File: src/uart_pkg.sv
// Shared constants and types for the asynchronous serial channel.
// Assumes a 100 MHz pclk and an APB master with 32-bit data.
package uart_pkg;

    // ----------------------------------------------------------------
    // Register byte addresses
    // ----------------------------------------------------------------
    localparam logic [7:0] MODE_OFS   = 8'h00;
    localparam logic [7:0] STATUS_OFS = 8'h04;
    localparam logic [7:0] TXH_OFS    = 8'h08;
    localparam logic [7:0] RXB_OFS    = 8'h0c;
    localparam logic [7:0] DIV_OFS    = 8'h10;
    localparam logic [7:0] SRC_OFS    = 8'h14;

    // ----------------------------------------------------------------
    // Values after reset
    // ----------------------------------------------------------------
    localparam logic [7:0] TXH_RST    = 8'hff;
    localparam logic [7:0] RXB_RST    = 8'hff;
    localparam logic [7:0] MODE_RST   = 8'h00;
    localparam logic [7:0] STATUS_RST = 8'h00;
    localparam logic [7:0] DIV_RST    = 8'h00;
    localparam logic [7:0] SRC_RST    = 8'h00;

    // ----------------------------------------------------------------
    // Field positions
    // ----------------------------------------------------------------
    localparam int TXE_BIT  = 7;
    localparam int RXE_BIT  = 6;
    localparam int PS_HI    = 5;
    localparam int PS_LO    = 4;
    localparam int CL_BIT   = 3;
    localparam int SL_BIT   = 2;
    localparam int ISRM_BIT = 1;
    localparam int PE_BIT   = 2;
    localparam int FE_BIT   = 1;
    localparam int OVE_BIT  = 0;
    localparam int EXT_BIT  = 0;

    // ----------------------------------------------------------------
    // Timing
    // ----------------------------------------------------------------
    localparam logic [3:0] OVS_LAST   = 4'hf;
    localparam logic [3:0] OVS_MID    = 4'h7;
    localparam logic [2:0] BITS8_LAST = 3'h7;
    localparam logic [2:0] BITS7_LAST = 3'h6;
    localparam int CLK_HZ       = 100_000_000;
    localparam int OVS          = 16;
    localparam int MIDI_BPS     = 31_250;
    localparam int MIDI_DIVISOR = CLK_HZ / (OVS * MIDI_BPS);

    typedef enum logic [1:0] {
        PAR_NONE = 2'b00,
        PAR_ZERO = 2'b01,
        PAR_ODD  = 2'b10,
        PAR_EVEN = 2'b11
    } parity_t;

    typedef enum logic [2:0] {
        ST_IDLE   = 3'b000,
        ST_START  = 3'b001,
        ST_DATA   = 3'b011,
        ST_PARITY = 3'b010,
        ST_STOP   = 3'b110
    } ser_state_t;

    typedef struct packed {
        logic [7:0]  paddr;
        logic        psel;
        logic        penable;
        logic        pwrite;
        logic [31:0] pwdata;
        logic [3:0]  pstrb;
    } apb_req_t;

    typedef struct packed {
        logic [31:0] prdata;
        logic        pready;
        logic        pslverr;
    } apb_rsp_t;

endpackage

File: src/sync2.sv
// Two-stage synchroniser for levels arriving from outside pclk.
// Assumes idle-high inputs, so both stages reset to ones.
module sync2 #(
    parameter int W = 1
) (
    input  wire logic         pclk,
    input  wire logic         presetn,
    input  wire logic [W-1:0] d,
    output logic      [W-1:0] q
);
    logic [W-1:0] meta_reg;

    always_ff @(posedge pclk or negedge presetn) begin
        if (!presetn) begin
            meta_reg <= '1;
            q        <= '1;
        end else begin
            meta_reg <= d;
            q        <= meta_reg;
        end
    end
endmodule

File: src/rate_gen.sv
// Bit-rate divider producing one oversampling tick per divisor count.
// Assumes ext_level is already synchronised to pclk.
module rate_gen #(
    parameter int W = 8
) (
    input  wire logic         pclk,
    input  wire logic         presetn,
    input  wire logic         run,
    input  wire logic         use_ext,
    input  wire logic         ext_level,
    input  wire logic [W-1:0] divisor,
    output logic              tick
);
    logic [W-1:0] cnt_reg;
    logic         ext_prev_reg;
    logic         src_en;

    assign src_en = use_ext ? (ext_level & ~ext_prev_reg) : 1'b1;

    always_ff @(posedge pclk or negedge presetn) begin
        if (!presetn) begin
            ext_prev_reg <= 1'b1;
        end else begin
            ext_prev_reg <= ext_level;
        end
    end

    // divide by divisor
    // Divisors below eight are not guarded; divisor zero counts 256 and gives the longest bit.
    always_ff @(posedge pclk or negedge presetn) begin
        if (!presetn) begin
            cnt_reg <= '0;
            tick    <= 1'b0;
        end else if (!run) begin
            cnt_reg <= '0;
            tick    <= 1'b0;
        end else if (src_en && cnt_reg >= W'(divisor - 1'b1)) begin
            cnt_reg <= '0;
            tick    <= 1'b1;
        end else begin
            cnt_reg <= src_en ? W'(cnt_reg + 1'b1) : cnt_reg;
            tick    <= 1'b0;
        end
    end
endmodule

File: src/async_serial_channel.sv
// Asynchronous serial channel: APB registers, transmitter, receiver.
// Assumes an APB master on pclk and a remote station on the pins.
module async_serial_channel (
    input  wire logic               pclk,
    input  wire logic               presetn,
    input  wire uart_pkg::apb_req_t apb_req,
    output uart_pkg::apb_rsp_t      apb_rsp,
    input  wire logic               serial_in_pin,
    input  wire logic               ext_rate_clock_pin,
    output logic                    serial_out_pin,
    output logic                    tx_pin_serial,
    output logic                    rx_pin_serial,
    output logic                    rx_complete_irq,
    output logic                    tx_done_pulse
);
    import uart_pkg::*;

    // ----------------------------------------------------------------
    // Declarations
    // ----------------------------------------------------------------
    logic [7:0]  mode_reg;
    logic [7:0]  status_reg;
    logic [7:0]  txh_reg;
    logic [7:0]  rxb_reg;
    logic [7:0]  div_reg;
    logic [7:0]  src_reg;
    logic [31:0] prdata_reg;
    logic        rx_unread_reg;
    ser_state_t  tx_state_reg;
    logic [3:0]  tx_ovs_reg;
    logic [2:0]  tx_bit_reg;
    logic [7:0]  tx_shift_reg;
    logic        tx_par_reg;
    logic        tx_stop2_reg;
    logic        tx_line_next;
    ser_state_t  rx_state_reg;
    logic [3:0]  rx_ovs_reg;
    logic [2:0]  rx_bit_reg;
    logic [7:0]  rx_shift_reg;
    logic        rx_par_reg;
    logic        rx_s;
    logic        ext_s;
    logic        tick;
    logic        setup;
    logic        wr;
    logic        rd;
    logic        mapped;
    logic        tx_en;
    logic        rx_en;
    logic        len8;
    parity_t     par_mode;
    logic [2:0]  last_bit;
    logic        tx_start;
    logic [7:0]  tx_data;
    logic        rx_done;
    logic [7:0]  rx_data;
    logic        pe_now;
    logic        fe_now;
    logic        err_now;

    // ----------------------------------------------------------------
    // Pin synchronisers and rate generator
    // ----------------------------------------------------------------
    sync2 #(.W(2)) u_sync (
        .pclk    (pclk),
        .presetn (presetn),
        .d       ({serial_in_pin, ext_rate_clock_pin}),
        .q       ({rx_s, ext_s})
    );

    rate_gen #(.W(8)) u_rate (
        .pclk      (pclk),
        .presetn   (presetn),
        .run       (tx_en | rx_en),
        .use_ext   (src_reg[EXT_BIT]),
        .ext_level (ext_s),
        .divisor   (div_reg),
        .tick      (tick)
    );

    // ----------------------------------------------------------------
    // Mode decode
    // ----------------------------------------------------------------
    assign tx_en    = mode_reg[TXE_BIT];
    assign rx_en    = mode_reg[RXE_BIT];
    assign len8     = mode_reg[CL_BIT];
    assign par_mode = parity_t'(mode_reg[PS_HI:PS_LO]);
    assign last_bit = len8 ? BITS8_LAST : BITS7_LAST;
    // Masked from the bus word: the holding register lands at that edge.
    assign tx_data  = len8 ? apb_req.pwdata[7:0] :
                      {1'b0, apb_req.pwdata[6:0]};

    assign tx_pin_serial = tx_en;
    assign rx_pin_serial = rx_en;

    // ----------------------------------------------------------------
    // APB slave
    // ----------------------------------------------------------------
    assign setup  = apb_req.psel & ~apb_req.penable;
    assign wr     = apb_req.psel & apb_req.penable & apb_req.pwrite;
    assign rd     = apb_req.psel & apb_req.penable & ~apb_req.pwrite;
    assign mapped = apb_req.paddr inside {MODE_OFS, STATUS_OFS,
                    TXH_OFS, RXB_OFS, DIV_OFS, SRC_OFS};

    // Read data is captured in the setup cycle so that prdata comes
    // from a flip-flop while pready can stay high with no wait.
    assign apb_rsp.prdata  = prdata_reg;
    assign apb_rsp.pready  = 1'b1;
    assign apb_rsp.pslverr = apb_req.psel & apb_req.penable & ~mapped;

    always_ff @(posedge pclk or negedge presetn) begin
        if (!presetn) begin
            prdata_reg <= 32'h0000_0000;
        end else if (setup) begin
            case (apb_req.paddr)
                MODE_OFS:   prdata_reg <= {24'h00_0000, mode_reg};
                STATUS_OFS: prdata_reg <= {24'h00_0000, status_reg};
                RXB_OFS:    prdata_reg <= {24'h00_0000, rxb_reg};
                DIV_OFS:    prdata_reg <= {24'h00_0000, div_reg};
                SRC_OFS:    prdata_reg <= {24'h00_0000, src_reg};
                default:    prdata_reg <= 32'h0000_0000;
            endcase
        end
    end

    always_ff @(posedge pclk or negedge presetn) begin
        if (!presetn) begin
            mode_reg <= MODE_RST;
        end else if (wr && apb_req.paddr == MODE_OFS &&
                     apb_req.pstrb[0]) begin
            // Bit zero is reserved and always kept low.
            mode_reg <= {apb_req.pwdata[7:1], 1'b0};
        end
    end

    always_ff @(posedge pclk or negedge presetn) begin
        if (!presetn) begin
            div_reg <= DIV_RST;
            src_reg <= SRC_RST;
        end else if (wr && apb_req.pstrb[0]) begin
            if (apb_req.paddr == DIV_OFS) begin
                div_reg <= apb_req.pwdata[7:0];
            end
            if (apb_req.paddr == SRC_OFS) begin
                src_reg <= {7'h00, apb_req.pwdata[EXT_BIT]};
            end
        end
    end

    always_ff @(posedge pclk or negedge presetn) begin
        if (!presetn) begin
            txh_reg <= TXH_RST;
        end else if (wr && apb_req.paddr == TXH_OFS &&
                     apb_req.pstrb[0]) begin
            txh_reg <= apb_req.pwdata[7:0];
        end
    end

    // ----------------------------------------------------------------
    // Transmitter
    // ----------------------------------------------------------------
    // write launches frame
    // A write during a frame restarts it; software must not do that.
    assign tx_start = wr && apb_req.paddr == TXH_OFS &&
                      apb_req.pstrb[0] && tx_en;

    always_ff @(posedge pclk or negedge presetn) begin
        if (!presetn) begin
            tx_state_reg <= ST_IDLE;
            tx_ovs_reg   <= 4'h0;
            tx_bit_reg   <= 3'h0;
            tx_shift_reg <= 8'hff;
            tx_par_reg   <= 1'b0;
            tx_stop2_reg <= 1'b0;
        end else if (!tx_en) begin
            tx_state_reg <= ST_IDLE;
            tx_ovs_reg   <= 4'h0;
        end else if (tx_start) begin
            tx_state_reg <= ST_START;
            tx_ovs_reg   <= 4'h0;
            tx_bit_reg   <= 3'h0;
            tx_shift_reg <= tx_data;
            case (par_mode)
                PAR_ODD:  tx_par_reg <= ~^tx_data;
                PAR_EVEN: tx_par_reg <= ^tx_data;
                default:  tx_par_reg <= 1'b0;
            endcase
            tx_stop2_reg <= mode_reg[SL_BIT];
        end else if (tick) begin
            tx_ovs_reg <= 4'(tx_ovs_reg + 1'b1);
            if (tx_ovs_reg == OVS_LAST) begin
                case (tx_state_reg)
                    ST_START: begin
                        tx_state_reg <= ST_DATA;
                    end
                    ST_DATA: begin
                        tx_shift_reg <= {1'b1, tx_shift_reg[7:1]};
                        tx_bit_reg   <= 3'(tx_bit_reg + 1'b1);
                        if (tx_bit_reg == last_bit) begin
                            tx_state_reg <= (par_mode == PAR_NONE) ?
                                            ST_STOP : ST_PARITY;
                        end
                    end
                    ST_PARITY: begin
                        tx_state_reg <= ST_STOP;
                    end
                    ST_STOP: begin
                        tx_stop2_reg <= 1'b0;
                        if (!tx_stop2_reg) begin
                            tx_state_reg <= ST_IDLE;
                        end
                    end
                    default: begin
                        tx_state_reg <= ST_IDLE;
                    end
                endcase
            end
        end
    end

    always_comb begin
        case (tx_state_reg)
            ST_START:  tx_line_next = 1'b0;
            ST_DATA:   tx_line_next = tx_shift_reg[0];
            ST_PARITY: tx_line_next = tx_par_reg;
            default:   tx_line_next = 1'b1;
        endcase
        if (tx_start) begin
            tx_line_next = 1'b0;
        end
    end

    always_ff @(posedge pclk or negedge presetn) begin
        if (!presetn) begin
            serial_out_pin <= 1'b1;
            tx_done_pulse  <= 1'b0;
        end else begin
            serial_out_pin <= tx_line_next;
            tx_done_pulse  <= tx_en && !tx_start && tick &&
                              tx_state_reg == ST_STOP &&
                              tx_ovs_reg == OVS_LAST && !tx_stop2_reg;
        end
    end

    // ----------------------------------------------------------------
    // Receiver
    // ----------------------------------------------------------------
    // independent of transmitter
    // mid-bit sampling
    // After the start bit is confirmed at its middle, every later
    // sample falls sixteen ticks on, at the middle of each bit.
    always_ff @(posedge pclk or negedge presetn) begin
        if (!presetn) begin
            rx_state_reg <= ST_IDLE;
            rx_ovs_reg   <= 4'h0;
            rx_bit_reg   <= 3'h0;
            rx_shift_reg <= 8'h00;
            rx_par_reg   <= 1'b0;
        end else if (!rx_en) begin
            rx_state_reg <= ST_IDLE;
            rx_ovs_reg   <= 4'h0;
        end else begin
            case (rx_state_reg)
                ST_IDLE: begin
                    rx_ovs_reg <= 4'h0;
                    rx_bit_reg <= 3'h0;
                    if (!rx_s) begin
                        rx_state_reg <= ST_START;
                    end
                end
                ST_START: begin
                    if (tick) begin
                        rx_ovs_reg <= 4'(rx_ovs_reg + 1'b1);
                        if (rx_ovs_reg == OVS_MID) begin
                            rx_ovs_reg   <= 4'h0;
                            rx_state_reg <= rx_s ? ST_IDLE : ST_DATA;
                        end
                    end
                end
                ST_DATA: begin
                    if (tick) begin
                        rx_ovs_reg <= 4'(rx_ovs_reg + 1'b1);
                        if (rx_ovs_reg == OVS_LAST) begin
                            rx_shift_reg <= {rx_s, rx_shift_reg[7:1]};
                            rx_bit_reg   <= 3'(rx_bit_reg + 1'b1);
                            if (rx_bit_reg == last_bit) begin
                                rx_state_reg <= (par_mode == PAR_NONE) ?
                                                ST_STOP : ST_PARITY;
                            end
                        end
                    end
                end
                ST_PARITY: begin
                    if (tick) begin
                        rx_ovs_reg <= 4'(rx_ovs_reg + 1'b1);
                        if (rx_ovs_reg == OVS_LAST) begin
                            rx_par_reg   <= rx_s;
                            rx_state_reg <= ST_STOP;
                        end
                    end
                end
                ST_STOP: begin
                    if (tick) begin
                        rx_ovs_reg <= 4'(rx_ovs_reg + 1'b1);
                        if (rx_ovs_reg == OVS_LAST) begin
                            rx_state_reg <= ST_IDLE;
                        end
                    end
                end
                default: begin
                    rx_state_reg <= ST_IDLE;
                end
            endcase
        end
    end

    assign rx_done = rx_en && tick && rx_state_reg == ST_STOP &&
                     rx_ovs_reg == OVS_LAST;

    assign rx_data = len8 ? rx_shift_reg : {1'b0, rx_shift_reg[7:1]};

    // error checks
    // Zero parity is sent but never checked on receive.
    always_comb begin
        case (par_mode)
            PAR_ODD:  pe_now = ~(^rx_data ^ rx_par_reg);
            PAR_EVEN: pe_now = ^rx_data ^ rx_par_reg;
            default:  pe_now = 1'b0;
        endcase
    end
    assign fe_now  = ~rx_s;
    assign err_now = pe_now | fe_now | rx_unread_reg;

    always_ff @(posedge pclk or negedge presetn) begin
        if (!presetn) begin
            rxb_reg <= RXB_RST;
        end else if (rx_done) begin
            rxb_reg <= rx_data;
        end
    end

    always_ff @(posedge pclk or negedge presetn) begin
        if (!presetn) begin
            status_reg <= STATUS_RST;
        end else if (rx_done) begin
            status_reg <= {5'h00, pe_now, fe_now, rx_unread_reg};
        end
    end

    // A completion in the same cycle as a buffer read keeps it unread.
    always_ff @(posedge pclk or negedge presetn) begin
        if (!presetn) begin
            rx_unread_reg <= 1'b0;
        end else if (rx_done) begin
            rx_unread_reg <= 1'b1;
        end else if (rd && apb_req.paddr == RXB_OFS) begin
            rx_unread_reg <= 1'b0;
        end
    end

    always_ff @(posedge pclk or negedge presetn) begin
        if (!presetn) begin
            rx_complete_irq <= 1'b0;
        end else begin
            rx_complete_irq <= rx_done &&
                               !(mode_reg[ISRM_BIT] && err_now);
        end
    end
endmodule

File: config.mk
export PLATFORM = sky130hd
export DESIGN_NAME = async_serial_channel
export DESIGN_NICKNAME = d
export VERILOG_FILES = /design/src/uart_pkg.sv /design/src/sync2.sv /design/src/rate_gen.sv /design/src/async_serial_channel.sv
export SDC_FILE = /design/constraint.sdc
export NUM_CORES = 1
export LEC_CHECK = 0
export ABC_AREA = 1
export BUFFER_PORTS_ARGS = -buffer_cell sky130_fd_sc_hd__buf_2
export CAP_MARGIN = 20
export CELL_PAD_IN_SITES_DETAIL_PLACEMENT = 0
export CELL_PAD_IN_SITES_GLOBAL_PLACEMENT = 1
export CORE_MARGIN = 5
export CORE_UTILIZATION = 37
export CTS_CLUSTER_SIZE = 24
export DETAILED_ROUTE_END_ITERATION = 8
export PLACE_DENSITY = 0.82
export SLEW_MARGIN = 20
export SYNTH_ARGS = -nofsm -noshare
export SYNTH_HDL_FRONTEND = slang
export SYNTH_HIERARCHICAL = 1
export SYNTH_SLANG_ARGS = --single-unit
export TNS_END_PERCENT = 30
File: constraint.sdc
create_clock -name pclk -period 2.14 [get_ports pclk]
set_clock_uncertainty 0.1 [all_clocks]
set_input_delay 0.214 -clock pclk [delete_from_list [all_inputs] [get_ports pclk]]
set_output_delay 0.214 -clock pclk [all_outputs]
set_load 0.01 [all_outputs]
# After elaboration in Yosys (flattened, before gate mapping)
# Index checks and enable logic that the tools add are counted.
op_classes:
  addsub: 6
  multipliers: 0
  n_div: 0
  n_lt_le_gt_ge: 1
  n_eq_ne: 39
  shifts: 0
  mux: 60
  bitwise: 16
  n_reduce_logical: 46
op_table:
  columns: ["op", "n"]
  rows:
  - ["2-to-1 mux 3 bit", 24]
  - ["2-to-1 mux 8 bit", 9]
  - ["case mux 8 bit (5 select lines)", 1]
  - ["2-to-1 mux 4 bit", 7]
  - ["AND reduction 4 bit", 6]
  - ["inequality test 3 bit (second input constant)", 7]
  - ["logical AND 1 bit", 18]
  - ["equality test 8 x 4 -> 1 bit (second input constant)", 2]
  - ["equality test 8 x 5 -> 1 bit (second input constant)", 2]
  - ["XOR reduction 8 bit", 2]
  - ["inequality test 3 x 2 -> 1 bit (second input constant)", 5]
  - ["case mux 3 bit (5 select lines)", 1]
  - ["equality test 3 x 2 -> 1 bit (second input constant)", 4]
  - ["case mux 3 bit (4 select lines)", 1]
  - ["case mux 4 bit (3 select lines)", 1]
  - ["nonzero test 2 bit", 6]
  - ["2-to-1 mux 1 bit", 11]
  - ["AND reduction 10 bit", 1]
  - ["adder 4 x 1 -> 4 bit (second input constant)", 2]
  - ["adder 8 x 1 -> 8 bit (second input constant)", 1]
  - ["equality test 4 bit (second input constant)", 2]
  - ["equality test 8 x 3 -> 1 bit (second input constant)", 1]
  - ["greater-or-equal comparator 8 bit", 1]
  - ["logical NOT 8 bit", 1]
  - ["28 further kinds", 52]
totals:
  ff_bits: 116
  latch_bits: 0
  ramBits: 0
  rom_bits: 0
  inputBits: 51
  out_inout_bits: 39
  word_cells: 194
  mem_count: 0

# Logic depth before layout (Yosys ltp)
# Gate-level depths: netlist of the first run.
logic_depth:
  depth_word: 11
  depth_mapped: 15
  ltp_nobuf: 15

# By module
# Netlist of the first run, hierarchy kept.
by_module_without_submodules:
  columns: ["mod", "n_inst", "cells_each", "area_each_um2", "seq_area_each_um2"]
  rows:
  - ["async_serial_channel", 1, 575, 4337.9, 1973.1]
  - ["rate_gen", 1, 121, 875.8, 251.5]
  - ["sync2", 1, 4, 105.1, 105.1]

# Least setup slack after synthesis of the first run
# Ideal clock, no wire load.
synth_path:
  kind: "register -> register"
  from: "register div_reg[0]"
  to: "register u_rate.cnt_reg[2]"
  arrival_time_ns: 1.881
  required_time_ns: 1.920
  slack_ns: 0.040
  path_stages_with_launch: 15
  synth_period_minus_slack_ns: 2.100
  cell_sequence: "dfrtp_1 -> inv_1 -> ha_1 -> nand2_1 -> nor3_1 -> xor2_1 -> inv_1 -> ha_1 -> nand2_1 -> nor2_2 -> nand2_1 -> nand2_1 -> nand2_2 -> nand2_2 -> nor2_1"
synth_between:
  elab_chain_cells: 5
  word_cells_on_any_way: 6
synth_rtl:
  columns: ["element", "line", "text"]
  rows:
  - ["from (decl)", "async_serial_channel.sv:25", "logic [7:0] div_reg;"]
  - ["from (signal assigned)", "async_serial_channel.sv:142", "div_reg <= apb_req.pwdata[7:0];"]
  - ["subtractor 8 x 1 -> 8 bit (*)", "rate_gen.sv:37", "end else if (src_en && cnt_reg >= W'(divisor - 1'b1)) begin"]
  - ["greater-or-equal comparator 8 bit (*)", "rate_gen.sv:37", null]
  - ["logical AND 1 bit (*)", "rate_gen.sv:37", null]
  - ["2-to-1 mux 8 bit", "rate_gen.sv:37", null]
  - ["2-to-1 mux 8 bit", "rate_gen.sv:34", "end else if (!run) begin"]
  - ["to (signal assigned)", "rate_gen.sv:41", "cnt_reg <= src_en ? W'(cnt_reg + 1'b1) : cnt_reg;"]
  - ["to (decl)", "rate_gen.sv:14", "logic [W-1:0] cnt_reg;"]
# Every way passes the cells marked *; elsewhere a longest branch is shown, timed or not.
# A chain may end at the register's enable or synchronous reset.

# Final worst setup path of the first run
layout_path:
  from: "register div_reg[2]"
  to: "register u_rate.cnt_reg[7]"
# The elaborated chain is that of the path after synthesis.

==> flow_results.org, run 1 <==
** Yosys
- After Yosys synthesis, and, or, nand and nor cells account for between 20% and 30% of the synthesized area.
- Measured against the total synthesized area, the mux share comes to 0%.
- Summing the areas of all xor and xnor instances in the mapped netlist gives under 10% of the synthesized area.
- In this run, synthesis produced a sequential element count of 92.
- The share of the Yosys chip area taken by registers is between 40% and 50%.
- Counting flops with a built-in enable in the synthesized netlist gives 0.
- Yosys warnings :: 6
- Avg Synthesized Cell Area :: ~7.6 um2
- After synthesis, the largest family of logic cells by area is simple AND/OR/NAND/NOR gates.
- Post-synthesis instance area :: between 5000 and 6000 um2
- Top flip-flop cell by instance count after synthesis :: sky130_fd_sc_hd__dfrtp_1
- Adder-cell area share of the yosys netlist :: ~3.3%
- Of all flip-flops after synthesis, the portion carrying an async set or reset was 100%.
- Summing the areas of all compound-gate instances in the mapped netlist gives 10.5% of the synthesized area.
- Distinct cell type count after synthesis :: a little over 40
- Cells after synthesis :: 700

** Critical path
- Data on the critical path arrives at its endpoint at between 2 and 2.5 ns.
- Crit path capture type :: register
- Peak per-stage delay on the critical path :: roughly 0.44 ns
- Maximum fanout count along the critical path :: 5
- Sequence of cells on the critical path :: nor2_2 > nand4_1 > nor3_2 > xnor2_1 > ha_1 > nand2_2 > nor2_4 > buf_6 > a21oi_4 > nand4_1 > nand2_1
- Among the stages of the critical path, the cell type that occurs most often is sky130_fd_sc_hd__nand4_1.
- Nature of the critical path startpoint :: register
- Crit path max-delay cell type :: sky130_fd_sc_hd__dfrtp_1
- Critical path class :: reg2reg
- Required time of the critical path :: around 2.3 ns

** Drt
- Drt initial violations :: 271
- Wires add up to about 13 mm.
- The first detailed-routing pass ran for 4 iterations.
- For this run, design rule violations remaining after detail routing come to 0.
- Average via count per standard cell :: 4.86
- Number of routed nets with antenna violations :: 0
- DR WL/cell :: about 13 um
- The final route contains approximately 4600 vias.

** STA
- Final setup violation count :: 8
- Across all setup checks in the final design, the least slack found is -0.0746 ns.
- Final-report max-slew violation count :: 0
- Number of endpoints with negative hold slack in the final report :: 0
- Worst Hold Slack :: roughly 0.052 ns
- At the pin with the least slew margin, the transition time is approximately 0.54 ns.
- For the final routed database, the setup TNS stands at -0.409 ns.
- After layout, the minimum clock period comes to roughly 2.2 ns.
- Worst slew slack as a fraction of its limit :: 64.0%
- Peak Freq :: between 400 and 500 MHz
- Setup repair after global routing could not meet its margin everywhere.
- Of the available clock period, the critical path in the final layout requires 103%.

** Global routing
- The number of global-route vias before repair was roughly 4400.
- The number of antenna violations at the first check in global routing came to 0.
- Entering global routing, the biggest net connects just over 40 pins.
- Global-route usage over all layers :: between 10% and 20%
- Overflow after GRT :: 0
- Wire length of the first global-routing pass :: 21.0 mm

** Cells and area
- With fillers left out, the area of the finished cells amounts to slightly above 6000 um2.
- Number of standard cells in the final layout excluding fillers :: 940
- Layout net count :: 820
- Cells with a size suffix above 1 make up 17.8% of the layout.
- Relative area change from synthesis to final layout :: 15.7%
- Fillcell total :: between 1000 and 1500
- Diode count :: 0

** Placement
- The number of placed instances, taps included, is 920.
- At the end of routability-driven placement, the weighted congestion stood at ~0.85.
- DP Wirelength :: 9.56 mm
- Summing all placed instances gives a cell area of ~5700 um2.
- Port bufs :: 37

** CTS
- CTS saw 92 sinks.
- Buffers inserted during clock tree synthesis total 9.
- CTS placed an instance of sky130_fd_sc_hd__clkbuf_16 at the clock tree root.
- The H-tree was split into 3 levels.
- CTS tree :: done
- CTS clock-pin slew for the worst setup and hold paths :: ~0.070 ns
- At the later pin of the worst-skew pair, clock insertion delay measures about 0.35 ns.
- The clock passes through at most 2 buffers.

** Worst hold path
- Class of the worst hold path :: in2reg

** Floorplan
- Placement Rows :: between 40 and 50
- Number of top-level design ports :: 90
- From left edge to right edge, the die measures between 100 and 150 um.
- Measured along the y axis, the die boundary spans around 130 um.
- Initial Util :: roughly two fifths
- The region available for standard cell placement spans roughly 14000 um2.
- The die covers around 17000 um2.

** Power
- For this design the ratio of total power to cell area is between 500 and 600 nW/um2.
- In this run the static leakage power is just over 0.003 uW.
- IR analysis of the VDD net gives a maximum drop of around 0.00029 V.

** Run
- Across the run, the number of max-cap violations was 0.

** Run status
- Violations in the final reports :: setup timing
- The flow ran to the end, but the final reports show violations.
metrics by stage:
stage               worst slack [ns]  util [%]  total power (uW)
floorplan                     0.0395         -              1920
global route                  -0.186      44.0              3810
detailed placement           -0.0602      40.8              1990
CTS                          0.00177      43.4              3700
finish                       -0.0746      44.0              3660
global placement             0.00924      40.8              1980
cells by family after synthesis:
family | count (synthesis)
adder cells (fa/ha/maj) | 14
other | 2
XOR/XNOR | 21
flip-flops | 92
AO/OA/AOI/OAI | 98
AND/OR/NAND/NOR | 340
buffers and inverters | 133
synth_stat cells, types with 2 or more instances:
library cell,number,area (um2)
sky130_fd_sc_hd__a21o_1,2,15.0
sky130_fd_sc_hd__a21oi_1,19,95.1
sky130_fd_sc_hd__a22o_1,2,17.5
sky130_fd_sc_hd__buf_2,6,30.0
sky130_fd_sc_hd__buf_4,27,203
sky130_fd_sc_hd__buf_6,2,22.5
sky130_fd_sc_hd__clkbuf_1,4,15.0
sky130_fd_sc_hd__conb_1,2,7.51
sky130_fd_sc_hd__dfrtp_1,70,1750
sky130_fd_sc_hd__dfstp_2,22,578
sky130_fd_sc_hd__ha_1,14,175
sky130_fd_sc_hd__inv_1,88,330
sky130_fd_sc_hd__inv_2,6,22.5
sky130_fd_sc_hd__nand2_1,214,803
sky130_fd_sc_hd__nand2_2,6,37.5
sky130_fd_sc_hd__nand3_1,29,145
sky130_fd_sc_hd__nand4_1,11,68.8
sky130_fd_sc_hd__nor2_1,46,173
sky130_fd_sc_hd__nor2_2,5,31.3
sky130_fd_sc_hd__nor3_1,21,105
sky130_fd_sc_hd__nor4_1,3,18.8
sky130_fd_sc_hd__o211ai_1,5,37.5
sky130_fd_sc_hd__o21ai_0,48,240
sky130_fd_sc_hd__o21ai_1,8,40.0
sky130_fd_sc_hd__o22ai_1,4,25.0
sky130_fd_sc_hd__o2bb2ai_1,2,17.5
sky130_fd_sc_hd__xnor2_1,6,52.6
sky130_fd_sc_hd__xor2_1,15,131
cell usage in the layout, fill, tap and decap left out, drive strengths merged, types with 2 or more instances in the layout:
cell type    Yosys  final
a21oi           20     20
o21ai           57     57
conb             2     25
nor3            23     23
a21o             2      2
dfstp           22     22
o2bb2ai          2      2
nand4           12     12
nand2          220    220
buf             35     57
nor2            52     52
xnor2            6      6
xor2            15     15
clkbuf           4     12
nor4             3      3
a22o             2      2
clkinv           0      3
dlygate4sd3      0      3
ha              14     14
dfrtp           70     70
nand3           29     29
o22ai            4      4
o211ai           5      5
inv             94     94
critical path: cells and delay by family (launching register included):
family                   cells  cell delay (ns)
AND/OR/NAND/NOR              7             0.87
buffers and inverters        1             0.11
AO/OA/AOI/OAI                1             0.19
adder cells (fa/ha/maj)      1             0.35
XOR/XNOR                     1             0.09
flip-flops                   1             0.44
layout make-up:
type	instances	area, um2	share of cell area, %
repair buffers	60	388	6.30
clock inverters	4	56.3	0.915
flip-flops and latches	92	2330	37.9
inverters	94	353	5.73
multi-input cells	498	2540	41.2
well taps	180	225	3.66
clock buffers	12	267	4.33
repair_timing:
| action | CTS | global route |
|---|---|---|
| hold buffers | 3 | 0 |
| endpoints found under the hold margin | 33 | 0 |
| setup endpoints to repair | 5 | 9 |
| resized for setup | 5 | 17 |
| pin swaps | 9 | 19 |
| buffers inserted | 1 | 1 |
per-layer routing:
layer  wire [um]  vias up  global-route usage, %  part of all wire, %
met4         166        0                   5.26                  1.3
li1            -     2295                      -                    -
met1        5880     2147                   21.1                   47
met5           0        -                      0                    0
met2        5930      111                   25.2                   47
met3         603       14                   2.99                  4.8
worst paths after layout:
| check | startpoint | end | slack [ns] | cells after the start |
|---|---|---|---|---|
| hold / removal | apb_req[10] | tx_shift_reg[6] | 0.05 | 3 |
| hold reg to reg | u_sync/meta_reg[0] | u_sync/q[0] | 0.26 | 0 |
| min in group asynchronous | presetn | rx_state_reg[1] | 0.29 | 2 |
| setup / recovery | div_reg[2] | u_rate/cnt_reg[7] | -0.07 | 11 |
| max in group asynchronous | presetn | u_sync/q[0] | 0.96 | 3 |
| setup reg to reg | div_reg[2] | u_rate/cnt_reg[7] | -0.07 | 11 |
power by group:
group          internal [uW]  total [uW]  leakage [uW]  switching (uW)
registers               1760        1770       0.00120            10.4
clock network           1010        1700      0.000159             690
logic                   62.5         198       0.00174             136
Power figures use the tool's default switching activity.
==> inputs of run 2 (changes only) <==
--- a/config.mk
+++ b/config.mk
@@ -6,7 +6,7 @@
 export NUM_CORES = 1
 export LEC_CHECK = 0
 export ABC_AREA = 1
-export BUFFER_PORTS_ARGS = -buffer_cell sky130_fd_sc_hd__buf_2
+export BUFFER_PORTS_ARGS = -buffer_cell sky130_fd_sc_hd__clkbuf_2
 export CAP_MARGIN = 20
 export CELL_PAD_IN_SITES_DETAIL_PLACEMENT = 0
 export CELL_PAD_IN_SITES_GLOBAL_PLACEMENT = 1
==> flow_results.org, run 2 (synthesized netlist as in run 1, its figures left out) <==
** Global routing
- Overflow after GRT :: 0
- The first global-routing pass estimated roughly 22 mm of wire.
- Entering global routing, the biggest net connects 44 pins.
- The number of antenna violations at the first check in global routing was 0.
- Global-route usage over all layers :: about 16%
- Vias in the first global route :: 4623

** STA
- Final setup violation count :: 9
- Peak Freq :: about 450 MHz
- The final number of max-transition violations is 0.
- Worst setup slack after layout :: -0.0940 ns
- Period utilisation layout :: 104%
- Setup repair after global routing could not meet its margin everywhere.
- The final number of hold-violating endpoints was 0.
- After layout, the minimum clock period comes to around 2.2 ns.

** Critical path
- Crit path capture type :: register
- Maximum fanout count along the critical path :: 5
- FF-to-FF path depth :: 11
- Critical path data arrival time :: around 2.4 ns
- Reg2reg setup slack :: -0.09 ns
- Worst R2R End :: u_rate/cnt_reg[0]
- Nature of the critical path startpoint :: register
- The critical path in this run is classified as reg2reg.
- Reg-to-Reg Start :: div_reg[2]
- Required time of the critical path :: ~2.3 ns

** CTS
- The tree is rooted in a sky130_fd_sc_hd__clkbuf_16.
- Clock-pin slew was measured on the worst setup and hold paths at around 0.070 ns.
- TritonCTS built the clock tree.
- In this run the number of H-tree levels came out at 3.
- Clock tree synthesis inserted a total of 9 buffers.
- Clock tree synthesis found a total of slightly above 90 sinks.
- Worst-case clock buffer depth :: 2
- Clk Latency, worst-skew pair :: ~0.35 ns

** Placement
- Port bufs :: 37
- Before CTS, the worst setup slack after placement is -0.0711 ns.
- DP Wirelength :: ~9.6 mm
- Post-placement cell count :: between 900 and 1000
- Final weighted congestion of routability-driven global placement :: ~0.85

** Power
- Power per cell area :: slightly below 600 nW/um2
- The analysis attributes to cell leakage a power of 0.00307 uW.
- Worst-case vdd ir drop :: 0.000335 V

** Drt
- After detailed routing, the average wire length per cell comes to approximately 14 um.
- Average via count per standard cell :: 4.85
- The first detailed-routing pass ran for 5 iterations.
- For this run, design rule violations remaining after detail routing come to 0.
- Summed over all layers, the routed wires come to around 13 mm.
- The detailed router finished its first iteration with around 340 violations.
- Total number of vias :: roughly 4600
- Number of routed nets with antenna violations :: 0

** Worst hold path
- Hold depth :: 3
- Worst hold endpoint :: tx_shift_reg[0]
- Class of the worst hold path :: in2reg
- Worst min-delay path startpoint :: apb_req[4]

** Run status
- The final reports fail on setup timing.
- The flow ran to the end, but the final reports show violations.

** Cells and area
- Of the cells placed in the final design, the portion with a size suffix greater than 1 is 16.3%.
- Layout net count :: approximately 800
- Leaving out fill and tap cells, the most frequent cell in the layout is sky130_fd_sc_hd__nand2_1.
- The finished layout holds 940 standard cells, fillers aside.
- Fill cells in the final layout number roughly 1400.
- Cells fill 43.5% of the core in the end.
- Relative area change from synthesis to final layout :: 14.3%
- Highest-count cells in the layout ignoring fill and taps :: 213 x sky130_fd_sc_hd__nand2_1, 87 x sky130_fd_sc_hd__inv_1, 70 x sky130_fd_sc_hd__dfrtp_1
- The repair_antennas step left the layout with diodes totalling 0.

** Run
- Across the run, the number of max-cap violations was 0.

** Floorplan
- Once the floorplan was initialized, standard cells occupied 38.0% of the core.
- Number of top-level design ports :: 90
- The floorplan step defined a die boundary enclosing about 17000 um2.
- Placement Rows :: 43
- Floorplan die width :: roughly 130 um
- Area of the placeable core :: roughly 14000 um2
- Die height :: between 100 and 150 um
-- run 2: final cells by class --
class | count | area, um2 | area share (%)
Timing Repair Buffer | 60 | 388 | 6.38
Clock inverter | 4 | 47.5 | 0.782
Inverter | 94 | 353 | 5.80
Sequential cell | 92 | 2330 | 38.3
Tap cell | 180 | 225 | 3.71
Clock buffer | 12 | 256 | 4.22
Multi-Input combinational cell | 498 | 2480 | 40.8
-- run 2: metrics by stage --
step                      TNS (ns)  total power (uW)  cell area (um2)  hold WS (ns)
after detailed placement    -0.301              1990             5670        0.0991
after global placement           0              1980             5670         0.101
after floorplan                  0              1920             5410        -0.182
after CTS                   -0.542              3650             6050        0.0357
after global routing         -2.02              3750             6080        0.0651
final                       -0.599              3610             6080        0.0477
-- run 2: how the worst max path moves through the flow --
stage / to / startpoint / cells past startpoint
floorplan: u_rate/cnt_reg[2] / div_reg[0] / 14
global placement: u_rate/cnt_reg[3] / div_reg[0] / 13
CTS: u_rate/cnt_reg[0] / div_reg[0] / 12
finish: u_rate/cnt_reg[0] / div_reg[2] / 11
detailed placement: u_rate/cnt_reg[0] / div_reg[0] / 12
global route: u_rate/cnt_reg[6] / div_reg[2] / 13
-- run 2: layer usage --
layer	track usage (%)	wire (um)	share of wire [%]	vias up
li1	-	-	-	2289
met1	21.5	5900	46	2152
met2	26.3	5950	47	98
met3	3.07	676	5.3	16
met4	5.38	220	1.7	0
met5	0	0	0	-
-- run 2: timing repair --
action | CTS | global route
endpoints found under the setup margin | 5 | 9
hold endpoints to repair | 24 | 0
setup buffers | 4 | 1
pin swaps | 8 | 7
hold buffers | 3 | 0
resized for setup | 5 | 3
-- run 2: worst max-delay path, cell delays in order, from the launching register on --
cell and delay [ns]:
sky130_fd_sc_hd__dfrtp_1 0.40, sky130_fd_sc_hd__nor2_2 0.15, sky130_fd_sc_hd__nand4_1 0.16, sky130_fd_sc_hd__nor3_2 0.16
sky130_fd_sc_hd__xnor2_1 0.15, sky130_fd_sc_hd__ha_1 0.29, sky130_fd_sc_hd__a21oi_2 0.18, sky130_fd_sc_hd__nand2_2 0.08
sky130_fd_sc_hd__buf_6 0.12, sky130_fd_sc_hd__a21oi_4 0.17, sky130_fd_sc_hd__nand4_1 0.11, sky130_fd_sc_hd__nand2_1 0.10
-- run 2: report_power, final --
part	internal [uW]	switching [uW]	total [uW]	leakage, uW
logic	60.0	134	194	0.00173
registers	1760	10.3	1770	0.00120
clock network	966	687	1650	0.000149
==> inputs of run 3 (changes only) <==
==> constraint.sdc (replaced) <==
create_clock -name pclk -period 2.14 [get_ports pclk]
set_clock_uncertainty 0.1 [all_clocks]
set_input_delay 0.107 -clock pclk [delete_from_list [all_inputs] [get_ports pclk]]
set_output_delay 0.107 -clock pclk [all_outputs]
set_load 0.01 [all_outputs]
==> flow_results.org, run 3 (synthesized netlist as in run 1, its figures left out) <==
** Run status
- The run finished, with violations left.
- Violations in the final reports :: setup timing

** CTS
- Number of sinks driven by the clock tree :: ~90
- No sink is reached through more buffers than the 2 on the longest clock path.
- The H-tree generated during clock tree synthesis spans 3 levels.
- TritonCTS built the clock tree.
- Clk Latency, worst-skew pair :: ~0.35 ns
- Number of buffers inserted during clock tree synthesis :: 9
- Root buffer cell :: sky130_fd_sc_hd__clkbuf_16
- CTS clock-pin slew for the worst setup and hold paths :: roughly 0.070 ns

** Placement
- DP Wirelength :: about 9.7 mm
- Port buffering added 37 buffers.
- Post-placement cell count :: between 900 and 1000
- At the end of routability-driven placement, the weighted congestion stood at roughly 0.85.

** Floorplan
- Floorplan die width :: roughly 130 um
- In this run the vertical extent of the chip is around 130 um.
- Number of top-level design ports :: 90
- Die area :: 16900 um2
- After floorplanning, the core was divided into 43 placement rows.
- The total area inside the core boundary comes to around 14000 um2.
- Once the floorplan was initialized, standard cells occupied approximately two fifths of the core.

** Cells and area
- Diode count :: 0
- Highest-count cells in the layout ignoring fill and taps :: 212 x sky130_fd_sc_hd__nand2_1, 86 x sky130_fd_sc_hd__inv_1, 68 x sky130_fd_sc_hd__dfrtp_1
- The finished layout holds 953 standard cells, fillers aside.
- Layout net count :: 833
- Relative area change from synthesis to final layout :: 17.3%
- In the final layout, the share of cells above drive strength 1 is approximately 18%.
- Leaving out fill and tap cells, the most frequent cell in the layout is sky130_fd_sc_hd__nand2_1.

** Drt
- Drt drc :: 0
- DR WL/cell :: roughly 13 um
- After detailed routing, the total wire length is between 10 and 15 mm.
- The pre-antenna-repair detailed-routing pass consisted of 5 iterations.
- Average via count per standard cell :: about 4.8
- In this run the remaining antenna-violating nets after routing total 0.
- Drt initial violations :: 324
- The routed layout has roughly 4600 vias.

** Global routing
- The number of global-route vias before repair is about 4500.
- Global routing used about 16% of the available tracks across all layers.
- Wire length of the first global-routing pass :: ~22 mm
- Entering global routing, the biggest net connects 48 pins.
- Initial antenna violation count :: 0
- Overflow after GRT :: 0

** STA
- RSZ-0062 raised after global routing :: yes
- Worst setup slack after layout :: -0.0909 ns
- Derived from the worst setup path, the maximum achievable clock frequency is between 400 and 500 MHz.
- Final setup violation count :: 9
- Number of endpoints with negative hold slack in the final report :: 0
- Final period demand of the worst path :: between 2 and 2.5 ns
- The final number of max-transition violations came to 0.
- Period utilisation layout :: 104%

** Run
- Across the run, the number of max-cap violations was 0.

** Worst hold path
- The min-delay analysis places its worst path in the category in2reg.

** Power
- Clock network fraction of total power :: 46.9%
- Per report_power, the combinational group accounts for 5.6% of the total.
- Dividing total power by cell area gives a power density of between 500 and 600 nW/um2.
- Fraction of power consumed by sequential logic :: about 47%
- Pint :: a little under 3000 uW
- Worst-case vdd ir drop :: 0.000329 V
- Net load switching power :: roughly 840 uW
- In this run switching power makes up between 20% and 30% of total power.
- Lkg Pwr :: ~0.0031 uW
- Sum of internal, switching and leakage power :: approximately 3700 uW

** Critical path
- The worst setup path is captured at a register.
- Required time of the critical path :: between 2 and 2.5 ns
- Critical path data arrival time :: roughly 2.4 ns
- The worst setup path is of the reg2reg kind.
- Nature of the critical path startpoint :: register
- Maximum fanout count along the critical path :: 3
[run 3: power by group through the flow]
stage / logic [uW] / clock network [uW] / registers (uW)
finish: 209 / 1750 / 1770
global route: 238 / 1870 / 1770
CTS: 208 / 1790 / 1770
detailed placement: 189 / 0 / 1800
global placement: 185 / 0 / 1800
floorplan: 125 / 0 / 1790
[run 3: final timing paths]
check	startpoint	to	slack (ns)	cells past startpoint
max in group asynchronous	presetn	rxb_reg[1]	1.17	3
setup reg to reg	div_reg[2]	u_rate/tick	-0.09	15
hold / removal	apb_req[36]	rx_unread_reg	0.04	3
setup / recovery	div_reg[2]	u_rate/tick	-0.09	15
min in group asynchronous	presetn	rx_shift_reg[6]	0.08	2
hold reg to reg	u_sync/meta_reg[0]	u_sync/q[0]	0.26	0
[run 3: layout make-up]
| type | count | area [um2] |
|---|---|---|
| clock buffer | 10 | 239 |
| clock inverter | 6 | 87.6 |
| fill | 1421 | 7750 |
| inverter | 94 | 353 |
| multi-input combinational | 498 | 2500 |
| sequential | 92 | 2330 |
| tap | 180 | 225 |
| timing repair buffer | 73 | 508 |
[run 3: critical path, cell delays in order, from the launching register on]
cell and delay [ns]:
sky130_fd_sc_hd__dfrtp_2 0.44, sky130_fd_sc_hd__buf_4 0.16, sky130_fd_sc_hd__nor2_4 0.07, sky130_fd_sc_hd__nand2_2 0.07, sky130_fd_sc_hd__nor3_2 0.18, sky130_fd_sc_hd__xor2_1 0.16
sky130_fd_sc_hd__inv_1 0.09, sky130_fd_sc_hd__ha_4 0.27, sky130_fd_sc_hd__nand3_2 0.07, sky130_fd_sc_hd__nand2_2 0.08, sky130_fd_sc_hd__buf_4 0.11, sky130_fd_sc_hd__inv_2 0.02
sky130_fd_sc_hd__nand2_1 0.06, sky130_fd_sc_hd__nand2_2 0.07, sky130_fd_sc_hd__buf_4 0.14, sky130_fd_sc_hd__nor2_1 0.08
[run 3: per-stage QoR]
| stage | setup WS, ns | hold slack (ns) | utilization (%) | instance area, um2 | setup TNS (ns) |
|---|---|---|---|---|---|
| after global routing | -0.201 | 0.0701 | 44.6 | 6240 | -1.56 |
| after detailed placement | -0.0480 | -0.0957 | 40.7 | 5690 | -0.227 |
| after global placement | 0.0186 | -0.0979 | 40.7 | 5690 | 0 |
| final | -0.0909 | 0.0372 | 44.6 | 6240 | -0.613 |
| after CTS | -0.0575 | 0.0268 | 44.2 | 6190 | -0.286 |
| after floorplan | 0.0395 | -0.289 | - | 5410 | 0 |
[run 3: routing by layer]
metal	part of all wire, %	vias to the layer above	GRT usage, %
met5	0	-	0
met4	2.6	0	6.91
met3	4.1	22	2.37
met2	46	103	25.5
met1	47	2131	22.4
li1	-	2323	-
[run 3: repair_timing]
item	in CTS	in global routing
pin swaps	11	16
setup buffers	5	2
endpoints found under the setup margin	5	14
gates resized for setup	5	11
hold buffers	12	0
endpoints found under the hold margin	96	0
